$ cat src/rtl/tick_counter_regs.vh
// Constants of the 16-bit counter core and its byte-wide access path
`ifndef TICK_COUNTER_REGS_VH
`define TICK_COUNTER_REGS_VH

// ****************************************
// Register locations on the 8-bit I/O bus
// ****************************************
`define ADDR_CTRL_A 4'h0
`define ADDR_CTRL_B 4'h1
`define ADDR_CNT_LO 4'h2
`define ADDR_CNT_HI 4'h3
`define ADDR_MATCH_A_LO 4'h4
`define ADDR_MATCH_A_HI 4'h5
`define ADDR_MATCH_B_LO 4'h6
`define ADDR_MATCH_B_HI 4'h7
`define ADDR_SNAP_LO 4'h8
`define ADDR_SNAP_HI 4'h9
`define ADDR_FLAGS 4'hA

// ****************************************
// Field positions
// ****************************************
`define CTRL_A_WAVE_LSB 0
`define CTRL_B_TICK_LSB 0
`define CTRL_B_TICK_MSB 2
`define CTRL_B_WAVE_LSB 3
`define FLAGS_WRAP_BIT 0

// ****************************************
// Reset values and fixed levels
// ****************************************
`define CTRL_A_RST 8'h00
`define CTRL_B_RST 8'h00
`define STAGE_RST 8'h00
`define CNT_RST 16'h0000
`define MATCH_RST 16'h0000
`define CNT_BOTTOM 16'h0000
`define CNT_MAX 16'hFFFF
`define TOP_8BIT 16'h00FF
`define TOP_9BIT 16'h01FF
`define TOP_10BIT 16'h03FF

// ****************************************
// Tick source codes
// ****************************************
`define TICK_STOP 3'h0
`define TICK_DIV1 3'h1
`define TICK_DIV8 3'h2
`define TICK_DIV64 3'h3
`define TICK_DIV256 3'h4
`define TICK_DIV1024 3'h5
`define TICK_EXT_FALL 3'h6
`define TICK_EXT_RISE 3'h7

`endif

$ cat src/rtl/tick_source.v
// Tick source selection: prescaler taps and synchronised external edge
`timescale 1ns/1ps
`include "tick_counter_regs.vh"

module tick_source (
	clk,
	sys_rst,
	tick_source_select,
	ext_tick_pin,
	tick_clock
);
	input wire clk;
	input wire sys_rst;
	input wire [2:0] tick_source_select;
	input wire ext_tick_pin;
	output reg tick_clock;

	reg [9:0] div_ff; // Free-running prescale counter
	reg sync1_ff; // First synchroniser stage, read only by sync2_ff
	reg sync2_ff; // Second synchroniser stage
	reg sync3_ff; // Previous level for edge detection
	wire [9:0] nxt_div;

	assign nxt_div = div_ff + 10'h001;

	// ****************************************
	// Prescaler and pin synchroniser
	// ****************************************
	always @(posedge clk) begin
		if (sys_rst) begin
			div_ff <= 10'h000;
			sync1_ff <= 1'b0;
			sync2_ff <= 1'b0;
			sync3_ff <= 1'b0;
		end else begin
			div_ff <= nxt_div;
			sync1_ff <= ext_tick_pin;
			sync2_ff <= sync1_ff;
			sync3_ff <= sync2_ff;
		end
	end

	// Tap selection; code zero gives no ticks at all
	always @* begin
		case (tick_source_select)
			`TICK_STOP: tick_clock = 1'b0;
			`TICK_DIV1: tick_clock = 1'b1;
			`TICK_DIV8: tick_clock = (div_ff[2:0] == 3'h7);
			`TICK_DIV64: tick_clock = (div_ff[5:0] == 6'h3F);
			`TICK_DIV256: tick_clock = (div_ff[7:0] == 8'hFF);
			`TICK_DIV1024: tick_clock = (div_ff == 10'h3FF);
			`TICK_EXT_FALL: tick_clock = sync3_ff & ~sync2_ff;
			`TICK_EXT_RISE: tick_clock = ~sync3_ff & sync2_ff;
			default: tick_clock = 1'b0;
		endcase
	end
endmodule

$ cat src/rtl/tick_counter.v
// Sixteen-bit timer counter core with shared high-byte staging access
`timescale 1ns/1ps
`include "tick_counter_regs.vh"

module tick_counter (
	clk,
	sys_rst,
	bus_addr,
	bus_wdata,
	bus_wr,
	bus_rd,
	bus_rdata,
	ext_tick_pin,
	snap_load,
	snap_data,
	wrap_irq,
	count_top,
	count_bottom,
	count_value,
	match_value_a,
	match_value_b,
	snapshot_value,
	wave_mode_select
);
	input wire clk;
	input wire sys_rst;
	input wire [3:0] bus_addr;
	input wire [7:0] bus_wdata;
	input wire bus_wr;
	input wire bus_rd;
	output reg [7:0] bus_rdata;
	input wire ext_tick_pin;
	input wire snap_load;
	input wire [15:0] snap_data;
	output wire wrap_irq;
	output wire count_top;
	output wire count_bottom;
	output wire [15:0] count_value;
	output wire [15:0] match_value_a;
	output wire [15:0] match_value_b;
	output wire [15:0] snapshot_value;
	output wire [3:0] wave_mode_select;

	// ****************************************
	// State
	// ****************************************
	reg [7:0] timer_control_a_ff; // Wave mode low bits
	reg [7:0] timer_control_b_ff; // Tick select and wave mode high bits
	reg [7:0] stage_ff; // Shared high-byte staging register
	reg [15:0] count_ff; // The counter itself
	reg [15:0] match_a_ff; // Match value A, also top in some modes
	reg [15:0] match_b_ff; // Match value B
	reg [15:0] snap_ff; // Snapshot value, top in some modes
	reg down_ff; // Counting direction for dual-slope modes
	reg wrap_flag_ff; // Sticky wrap flag
	reg [7:0] rdata_ff; // Registered read data
	reg [15:0] nxt_count;
	reg nxt_down;
	reg [15:0] top_val;
	reg dual_slope;
	reg wrap_at_bottom;
	wire tick_clock;
	wire [2:0] tick_source_select;
	wire wr_cnt_lo;
	wire rd_cnt_lo;
	wire rd_snap_lo;
	wire wrap_event;

	// Four-bit mode: two bits from each control register
	assign wave_mode_select = {timer_control_b_ff[`CTRL_B_WAVE_LSB+1:`CTRL_B_WAVE_LSB],
		timer_control_a_ff[`CTRL_A_WAVE_LSB+1:`CTRL_A_WAVE_LSB]};
	assign tick_source_select = timer_control_b_ff[`CTRL_B_TICK_MSB:`CTRL_B_TICK_LSB];
	assign wr_cnt_lo = bus_wr & (bus_addr == `ADDR_CNT_LO);
	assign rd_cnt_lo = bus_rd & (bus_addr == `ADDR_CNT_LO);
	assign rd_snap_lo = bus_rd & (bus_addr == `ADDR_SNAP_LO);
	assign count_value = count_ff;
	assign match_value_a = match_a_ff;
	assign match_value_b = match_b_ff;
	assign snapshot_value = snap_ff;
	assign count_top = (count_ff == top_val);
	assign count_bottom = (count_ff == `CNT_BOTTOM);
	// Plain level; masking and the processor request itself live outside
	assign wrap_irq = wrap_flag_ff;

	// ****************************************
	// Tick source
	// ****************************************
	tick_source u_tick_source (
		.clk(clk),
		.sys_rst(sys_rst),
		.tick_source_select(tick_source_select),
		.ext_tick_pin(ext_tick_pin),
		.tick_clock(tick_clock)
	);

	// ****************************************
	// Mode decode: top value and slope kind
	// ****************************************
	always @* begin
		top_val = `CNT_MAX;
		dual_slope = 1'b0;
		wrap_at_bottom = 1'b0;
		case (wave_mode_select)
			4'h0: top_val = `CNT_MAX; // Normal
			4'h1: begin
				top_val = `TOP_8BIT;
				dual_slope = 1'b1;
			end
			4'h2: begin
				top_val = `TOP_9BIT;
				dual_slope = 1'b1;
			end
			4'h3: begin
				top_val = `TOP_10BIT;
				dual_slope = 1'b1;
			end
			4'h4: top_val = match_a_ff; // Clear on match A
			4'h5: top_val = `TOP_8BIT;
			4'h6: top_val = `TOP_9BIT;
			4'h7: top_val = `TOP_10BIT;
			4'h8, 4'hA: begin
				top_val = snap_ff;
				dual_slope = 1'b1;
			end
			4'h9, 4'hB: begin
				top_val = match_a_ff;
				dual_slope = 1'b1;
			end
			4'hC: top_val = snap_ff; // Clear on snapshot
			4'hE: top_val = snap_ff;
			4'hF: top_val = match_a_ff;
			default: top_val = `CNT_MAX; // Reserved code
		endcase
		// Dual-slope modes wrap at the valley, others at top or max
		wrap_at_bottom = dual_slope;
	end

	// ****************************************
	// Next count from counting logic
	// ****************************************
	always @* begin
		nxt_count = count_ff;
		nxt_down = down_ff;
		if (tick_clock) begin
			if (dual_slope) begin
				// Turn around at either end so the ramp is symmetric
				if (count_ff == top_val) begin
					nxt_down = 1'b1;
					nxt_count = count_ff - 16'h0001;
				end else if (count_ff == `CNT_BOTTOM) begin
					nxt_down = 1'b0;
					nxt_count = count_ff + 16'h0001;
				end else if (down_ff) begin
					nxt_count = count_ff - 16'h0001;
				end else begin
					nxt_count = count_ff + 16'h0001;
				end
			end else if (count_ff == top_val) begin
				nxt_count = `CNT_BOTTOM; // clear at top
				nxt_down = 1'b0;
			end else begin
				nxt_count = count_ff + 16'h0001;
				nxt_down = 1'b0;
			end
		end
	end

	// Wrap point depends on mode; counter write suppresses it with the count
	assign wrap_event = tick_clock & ~wr_cnt_lo &
		(wrap_at_bottom ? (count_ff == `CNT_BOTTOM) :
		(wave_mode_select == 4'h0 ? (count_ff == `CNT_MAX) :
		(count_ff == top_val)));

	// ****************************************
	// Counter and direction
	// ****************************************
	always @(posedge clk) begin
		if (sys_rst) begin
			count_ff <= `CNT_RST;
			down_ff <= 1'b0;
		end else if (wr_cnt_lo) begin
			// Host write overrides any clear or count this cycle
			// Writing while counting is legal; the next tick counts on from here
			count_ff <= {stage_ff, bus_wdata};
			down_ff <= down_ff;
		end else begin
			count_ff <= nxt_count;
			down_ff <= nxt_down;
		end
	end

	// ****************************************
	// Shared staging register
	// ****************************************
	always @(posedge clk) begin
		if (sys_rst) begin
			stage_ff <= `STAGE_RST;
		end else if (bus_wr && (bus_addr == `ADDR_CNT_HI || bus_addr == `ADDR_MATCH_A_HI ||
			bus_addr == `ADDR_MATCH_B_HI || bus_addr == `ADDR_SNAP_HI)) begin
			// High write wins if a host ever strobed read and write together
			stage_ff <= bus_wdata;
		end else if (rd_cnt_lo) begin
			stage_ff <= count_ff[15:8];
		end else if (rd_snap_lo) begin
			stage_ff <= snap_ff[15:8];
		end
		// Otherwise held, match reads leave it alone
	end

	// ****************************************
	// Control, match and snapshot registers
	// ****************************************
	always @(posedge clk) begin
		if (sys_rst) begin
			timer_control_a_ff <= `CTRL_A_RST;
			timer_control_b_ff <= `CTRL_B_RST;
			match_a_ff <= `MATCH_RST;
			match_b_ff <= `MATCH_RST;
			snap_ff <= `MATCH_RST;
		end else begin
			if (bus_wr && bus_addr == `ADDR_CTRL_A) begin
				timer_control_a_ff <= bus_wdata;
			end
			if (bus_wr && bus_addr == `ADDR_CTRL_B) begin
				timer_control_b_ff <= bus_wdata;
			end
			if (bus_wr && bus_addr == `ADDR_MATCH_A_LO) begin
				match_a_ff <= {stage_ff, bus_wdata};
			end
			if (bus_wr && bus_addr == `ADDR_MATCH_B_LO) begin
				match_b_ff <= {stage_ff, bus_wdata};
			end
			// Capture event wins over a host write in the same cycle
			if (snap_load) begin
				snap_ff <= snap_data;
			end else if (bus_wr && bus_addr == `ADDR_SNAP_LO) begin
				snap_ff <= {stage_ff, bus_wdata};
			end
		end
	end

	// ****************************************
	// Wrap flag: set wins over write-one-to-clear
	// ****************************************
	always @(posedge clk) begin
		if (sys_rst) begin
			wrap_flag_ff <= 1'b0;
		end else if (wrap_event) begin
			wrap_flag_ff <= 1'b1;
		end else if (bus_wr && bus_addr == `ADDR_FLAGS && bus_wdata[`FLAGS_WRAP_BIT]) begin
			wrap_flag_ff <= 1'b0;
		end
	end

	// ****************************************
	// Read data, registered one cycle after strobe
	// ****************************************
	always @(posedge clk) begin
		if (sys_rst) begin
			rdata_ff <= 8'h00;
		end else if (bus_rd) begin
			// Only a real strobe updates, since reads have side effects
			case (bus_addr)
				`ADDR_CTRL_A: rdata_ff <= timer_control_a_ff;
				`ADDR_CTRL_B: rdata_ff <= timer_control_b_ff;
				`ADDR_CNT_LO: rdata_ff <= count_ff[7:0];
				`ADDR_CNT_HI: rdata_ff <= stage_ff;
				`ADDR_MATCH_A_LO: rdata_ff <= match_a_ff[7:0];
				`ADDR_MATCH_A_HI: rdata_ff <= match_a_ff[15:8];
				`ADDR_MATCH_B_LO: rdata_ff <= match_b_ff[7:0];
				`ADDR_MATCH_B_HI: rdata_ff <= match_b_ff[15:8];
				`ADDR_SNAP_LO: rdata_ff <= snap_ff[7:0];
				`ADDR_SNAP_HI: rdata_ff <= stage_ff;
				`ADDR_FLAGS: rdata_ff <= {7'h00, wrap_flag_ff};
				default: rdata_ff <= 8'h00; // Unmapped reads as zero
			endcase
		end
	end

	// Read data output from flip-flops
	always @* begin
		bus_rdata = rdata_ff;
	end
endmodule

$ cat config.mk
export PLATFORM = sky130hd
export DESIGN_NAME = tick_counter
export DESIGN_NICKNAME = d
export VERILOG_FILES = /design/src/rtl/tick_source.v /design/src/rtl/tick_counter.v
export VERILOG_INCLUDE_DIRS = /design/src /design/src/rtl
export SDC_FILE = /design/constraint.sdc
export NUM_CORES = 1
export LEC_CHECK = 0
export ABC_AREA = 1
export BUFFER_PORTS_ARGS = -buffer_cell sky130_fd_sc_hd__buf_2
export CAP_MARGIN = 10
export CORE_AREA = 2 2 135 150
export CTS_CLUSTER_SIZE = 14
export DETAILED_ROUTE_END_ITERATION = 8
export DIE_AREA = 0 0 137 152
export GPL_TIMING_DRIVEN = 0
export PLACE_DENSITY = 0.62
export SLEW_MARGIN = 10
export SYNTH_ARGS = -nofsm -noshare
export SYNTH_HDL_FRONTEND = slang
export SYNTH_HIERARCHICAL = 1
export SYNTH_SLANG_ARGS = --single-unit
$ cat constraint.sdc
create_clock -name clk -period 2.36 [get_ports clk]
set_input_delay 0.236 -clock clk [delete_from_list [all_inputs] [get_ports clk]]
set_output_delay 0.236 -clock clk [all_outputs]
set_load 0.1 [all_outputs]
After elaboration in Yosys (flattened, before gate mapping)
Cells that the tools add are included.
{ "word_totals": {"ff_bits": 111, "in_bits": 34, "output_inout_bits": 79, "wordCells": 115} }
{ "classes": {"addsub": 3, "n_eq_ne": 38, "mux": 23, "bitwise": 10, "reduce_logical": 27} }
{ "op_table": {"columns": ["cell", "count"], "rows": [
  ["16-bit 2-to-1 mux", 9],
  ["16-bit one-hot mux with 5 select lines", 1],
  ["8-bit one-hot mux with 10 select lines", 1],
  ["4-bit equality test, second input constant", 10],
  ["4-bit by 3-bit equality test with 1-bit output, second input constant", 8],
  ["8-bit 2-to-1 mux", 3],
  ["16-bit by 1-bit adder with 16-bit output, second input constant", 1],
  ["16-bit equality test", 1],
  ["16-bit equality test, second input constant", 1],
  ["4-bit by 2-bit equality test with 1-bit output, second input constant", 4],
  ["16-bit logical NOT", 1],
  ["16-bit by 1-bit subtractor with 16-bit output, second input constant", 1],
  ["3-bit equality test, second input constant", 5],
  ["10-bit by 1-bit adder with 10-bit output, second input constant", 1],
  ["10-bit equality test, second input constant", 1],
  ["4-bit by 1-bit equality test with 1-bit output, second input constant", 2],
  ["8-bit equality test, second input constant", 1],
  ["1-bit logical AND", 8],
  ["4-bit logical NOT", 2],
  ["1-bit 2-to-1 mux", 8],
  ["1-bit one-hot mux with 8 select lines", 1],
  ["2-bit OR reduction", 4],
  ["4-bit OR reduction", 2],
  ["1-bit AND", 7],
  ["other kinds (11)", 18]
]} }

Longest topological paths before layout
{ "logic_depth": {"word_depth": 8, "depth_mapped": 19, "depth_no_buf": 18} }

By module
Netlist, hierarchy kept.
{ "by_module_without_submodules": {"columns": ["mod", "n_inst", "cells_per_inst", "area_each_um2", "seq_area_each_um2"], "rows": [
  ["tick_counter", 1, 936, 6043.3, 1961.9],
  ["tick_source", 1, 92, 620.6, 260.2]
]} }

Worst setup path after synthesis
OpenSTA, ideal clock, no wires.
{ "synth_timing": {"path_type": "reg-to-reg", "start": "register count_ff[7], in the netlist count_value[7]", "end": "register count_ff[1], in the netlist count_value[1]", "setup_ns": 0.070, "t_arrival_ns": 3.053, "required_time_ns": 2.290, "setup_slack_ns": -0.764, "stages_incl_launch_ff": 17, "n_path_buf": 1, "synth_period_minus_slack_ns": 3.124, "path_cell_list": "dfxtp_1 clkbuf_1 nor2_1 inv_1 nor3_1 nand3_1 inv_1 nand4_1 inv_1 nor2_1 inv_1 nor2_1 inv_1 nand2_1 a21oi_1 nand2_1 a21oi_1"} }
{ "synth_via": {"elab_chain_cells": 6, "word_cells_on_any_way": 8, "cone_classes": "eq/ne (1); mux (6); reduce/logical (1)"} }
{ "synth_lines": {"columns": ["item", "line", "rtl"], "rows": [
  ["start: declaration", "tick_counter.v:50", "reg [15:0] count_ff;"],
  ["start signal: assignment", "tick_counter.v:179", "count_ff <= `CNT_RST;"],
  ["start signal: assignment", "tick_counter.v:184", "count_ff <= {stage_ff, bus_wdata};"],
  ["start signal: assignment", "tick_counter.v:187", "count_ff <= nxt_count;"],
  ["16-bit logical NOT (no source line)", null, null],
  ["via count_bottom", "tick_counter.v:37", "output wire count_bottom;"],
  ["16-bit 2-to-1 mux", "tick_counter.v:150", "end else if (count_ff == `CNT_BOTTOM) begin"],
  ["16-bit 2-to-1 mux", "tick_counter.v:147", "if (count_ff == top_val) begin"],
  ["16-bit 2-to-1 mux", "tick_counter.v:145", "if (dual_slope) begin"],
  ["16-bit 2-to-1 mux", "tick_counter.v:144", "if (tick_clock) begin"],
  ["16-bit 2-to-1 mux", "tick_counter.v:181", "end else if (wr_cnt_lo) begin"]
]} }
The timed path passes the listed nets, and every way through them passes these cells. The select of a mux whose other input is x is not followed.
A chain may end at the register's enable or synchronous reset.

Worst setup path in the final report
{ "layout_timing": {"start": "register timer_control_a_ff[0]", "end": "output port count_top"} }
{ "layout_via": {"elab_chain_cells": 4, "word_cells_on_any_way": 21, "cone_classes": "eq/ne (15); mux (1); reduce/logical (5)"} }
{ "layout_lines": {"columns": ["item", "line", "rtl"], "rows": [
  ["start: declaration", "tick_counter.v:47", "reg [7:0] timer_control_a_ff;"],
  ["start signal: assignment", "tick_counter.v:215", "timer_control_a_ff <= `CTRL_A_RST;"],
  ["start signal: assignment", "tick_counter.v:222", "timer_control_a_ff <= bus_wdata;"],
  ["4-bit equality test (tied with other cells)", "tick_counter.v:103", "case (wave_mode_select)"],
  ["4-bit OR reduction (no source line) or 2-bit OR reduction (tied branches)", null, null],
  ["16-bit one-hot mux with 5 select lines (*)", "tick_counter.v:103", null],
  ["16-bit equality test (*)", "tick_counter.v:80", "assign count_top = (count_ff == top_val);"],
  ["end: declaration", "tick_counter.v:36", "output wire count_top;"]
]} }
Every way passes the cells marked *; elsewhere a longest branch is shown, timed or not.

==> metrics.md <==
| Metric | Value |
|---|---|
| Yosys cell types | `39` |
| Seq/Total Area, Yosys | `0.333` |
| Clk Latency, worst-skew pair | `370 ps` |
| IO Pins | `113` |
| Slew HR | `0.450` |
| Post-synthesis cell area | `0.00666 mm2` |
| Worst r2r src | `timer_control_a_ff[0]$_SDFFE_PP0P_` |
| Placed insts | `1,389` |
| Hpwl dp | `21,300 um` |
| Gate Count Post-Synth | `1,028` |
| ANT nets after route | `0` |
| Die Ht | `152 um` |
| CTS clk-pin slew, worst paths | `80 ps` |
| TritonCTS Sinks | `111` |
| Area Overhead vs Synth | `28.6%` |
| Final non-filler cell total | `1,428` |
| Warning count from the yosys run | `6` |
| Die footprint | `0.0208 mm2` |
| Mapped Nets | `1,067` |
| Tot Pwr | `4.60 mW` |
| Max Freq | `368 MHz` |
| Drt wl/cell | `19.9 um` |
| Fin crit period | `2720 ps` |
| Final cycle utilization of the critical path | `1.15` |
| Vias after detailed routing | `7,844` |
| Mapped Avg Cell Area | `6.48 um2` |
| Flops & latches, synth | `111` |
| Slew Viols, Final | `0` |
| First-pass GRT wire length | `42,700 um` |
| Outcome | `finished with violations` |
| Drt drc | `0` |
| Crit Path Max Fanout | `6` |
| Worst-case reg-to-reg path depth | `20` |
| Vias in the first global route | `7,192` |
| Antenna violations before repair | `0` |
| CTS H-tree lvls | `3` |
| Hold WC Path Type | `primary input to register` |
| Setup Viol. Count Final | `18` |
| Iter 0 DRT Violations | `785` |
| Post-synth ARST share | `0` |
| Final Hold Viols | `0` |
| Pwr dens | `537 mW/mm2` |
| CTS tree | `yes` |
| Crit Path Class | `register to output pin` |
| Leakage | `3.42 nW` |
| Total Wirelength | `28,400 um` |
| Starting Density | `0.342` |
| Maxcap violations | `0` |
| Worst Clk Skew | `7.98 ps` |
| Final nets | `1,210` |
| Worst vdd ir | `359 uV` |
| Min-delay src | `ext_tick_pin` |
| Worst Path Required | `2120 ps` |
| CTS buffer count | `9` |
| Antenna diodes | `0` |
| PnR worst setup slack | `-357 ps` |
| RePlAce Congestion | `0.985` |
| Worst Hold End | `u_tick_source/sync1_ff$_SDFF_PP0_` |
| Multi-input gate area | `0.00398 mm2` |
| Vias per cell | `5.49` |
| Fillcell total | `2,073` |
| Clock root buffer | `clkbuf_16` |
| Pin count of the biggest net entering global routing | `21` |
| RR Endpoint | `count_value[3]$_SDFFE_PP0P_` |
| Violated checks | `setup timing` |
| Crit path DAT | `2480 ps` |
| Chip Width | `137 um` |
| R2r setup slk | `-270 ps` |
| Unrepaired setup endpoints after global routing | `yes` |
| GR Overflow Total | `0` |
| GRT Total Usage | `0.270` |
| Top_reg_cell synth | `dfxtp_1` |
| Count of TritonRoute iterations in the first routing pass | `6` |
| Worst-margin pin slew | `826 ps` |
| Clock Path Buffers | `2` |
| Share of cells above drive strength 1 | `0.270` |
| Post-synth EDFFs | `0` |
| Register cell area after layout | `0.00232 mm2` |
| # rows | `54` |
| PortBufs | `109` |
| Startpoint Class | `register` |
| Hold Crit Depth | `3` |
| Crit end category | `output pin` |
| Core Region | `0.0195 mm2` |
==> where the power goes <==
part           switching, mW  leakage, nW  internal (mW)
clock network          0.818        0.155          0.848
logic                  0.699         2.34          0.228
registers             0.0888        0.929           1.92
==> sequential cells by signal (all words and copies together) (netlist names) <==
signal	cells
count_value	16
match_value_a	16
match_value_b	16
snapshot_value	16
u_tick_source/div_ff	10
bus_rdata	8
stage_ff	8
timer_control_a_ff	8
timer_control_b_ff	8
down_ff	1
u_tick_source/sync1_ff	1
u_tick_source/sync2_ff	1
u_tick_source/sync3_ff	1
wrap_irq	1
==> cell type report <==
cell class              instances  share of cell area
flip-flops and latches        111               0.271
clock inverters                 7              0.0104
multi-input cells             728               0.464
clock buffers                   9              0.0263
repair buffers                133              0.0956
inverters                     132              0.0596
well taps                     252              0.0368
plain buffers                  56              0.0363
==> per-stage QoR <==
step / cell area, um2 / util / TNS (ps) / setup WS [ps] / hold slack [ps]
after detailed placement: 7690 / 0.395 / -4670 / -394 / 403
after CTS: 8340 / 0.428 / -2760 / -325 / 65.2
after global placement: 7690 / 0.395 / -4440 / -383 / 396
after global routing: 8570 / 0.441 / -6380 / -466 / 94.5
final: 8570 / 0.441 / -3900 / -357 / 69.9
after floorplan: 6830 / - / -1480 / -142 / 343
==> how the worst max path moves through the flow <==
stage / from / endpoint / slack (ps) / depth (start not counted)
after floorplan: count_value[7]$_SDFFE_PP0P_ / count_value[11]$_SDFFE_PP0P_ / -140 / 16
after global placement: count_value[4]$_SDFFE_PP0P_ / count_value[14]$_SDFFE_PP0P_ / -380 / 12
after detailed placement: count_value[4]$_SDFFE_PP0P_ / count_value[14]$_SDFFE_PP0P_ / -390 / 12
after CTS: timer_control_a_ff[1]$_SDFFE_PP0P_ / count_top / -330 / 15
after global routing: timer_control_a_ff[0]$_SDFFE_PP0P_ / count_top / -470 / 15
final: timer_control_a_ff[0]$_SDFFE_PP0P_ / count_top / -360 / 15
==> repair_timing <==
item / in CTS / in global routing
gates resized for setup: 48 / 52
gates cloned: 2 / 1
hold buffers: 0 / 0
setup endpoints to repair: 16 / 29
pin swaps: 13 / 26
buffers inserted: 17 / 4
==> layout by cell type, fill, tap and decap left out, types with 6 or more instances in the layout <==
master / instances
nand2_1: 200
inv_1: 117
buf_2: 112
a21oi_1: 88
nand3_1: 83
o21ai_0: 78
nor2_1: 64
dfxtp_1: 59
dfxtp_2: 38
clkbuf_1: 36
xor2_1: 24
nand4_1: 22
nand3_2: 21
buf_4: 21
nand2_2: 20
o22ai_1: 19
a31oi_1: 19
a21oi_2: 16
dfxtp_4: 14
a221oi_1: 12
clkbuf_16: 10
nor2_2: 9
nor3_1: 8
inv_2: 7
o211ai_1: 7
buf_8: 6
buf_6: 6
==> worst max-delay path, cell delays in order, from the launching register on <==
cell and delay, ps:
dfxtp_4 390, nor2_4 170, nand2_4 90, nand4_4 150, buf_6 170, clkbuf_16 150, nand3_1 60, nand2_1 60
nand2_1 80, nor2_1 110, nand2_1 100, nor2_4 140, nand2_2 80, buf_8 130, clkinvlp_4 80, buf_12 170
==> cell usage after synthesis, drive strengths merged (7+ instances only) <==
| cell | instances | area, um2 |
|---|---|---|
| xor2 | 24 | 210 |
| nor3 | 11 | 55.1 |
| inv | 129 | 484 |
| a21oi | 104 | 524 |
| a31oi | 19 | 119 |
| buf | 17 | 121 |
| nand4 | 23 | 159 |
| nor2 | 78 | 332 |
| dfxtp | 111 | 2220 |
| o22ai | 19 | 119 |
| nand2 | 227 | 877 |
| a221oi | 12 | 105 |
| clkbuf | 40 | 150 |
| nand3 | 105 | 546 |
| o211ai | 7 | 52.6 |
| o21ai | 79 | 395 |
==> cell families after synthesis <==
kind of cell | count (synthesis) | share of synthesized area
buffers and inverters | 189 | 0.115
and+or+nand+nor | 447 | 0.299
DFF | 111 | 0.333
AOI/OAI and AO/OA | 251 | 0.211
xor gates and xnor gates | 25 | 0.0329
adders and majority gates | 5 | 0.00939
==> per-layer routing <==
layer	wire (um)	part of all wire	GRT usage	vias to the layer above
met5	0	0	0	-
met4	1370	0.048	0.122	0
met3	2110	0.074	0.0467	91
met2	12700	0.45	0.421	398
met1	12200	0.43	0.363	3617
li1	-	-	-	3738
No activity file was read; power rests on OpenSTA's default activity.
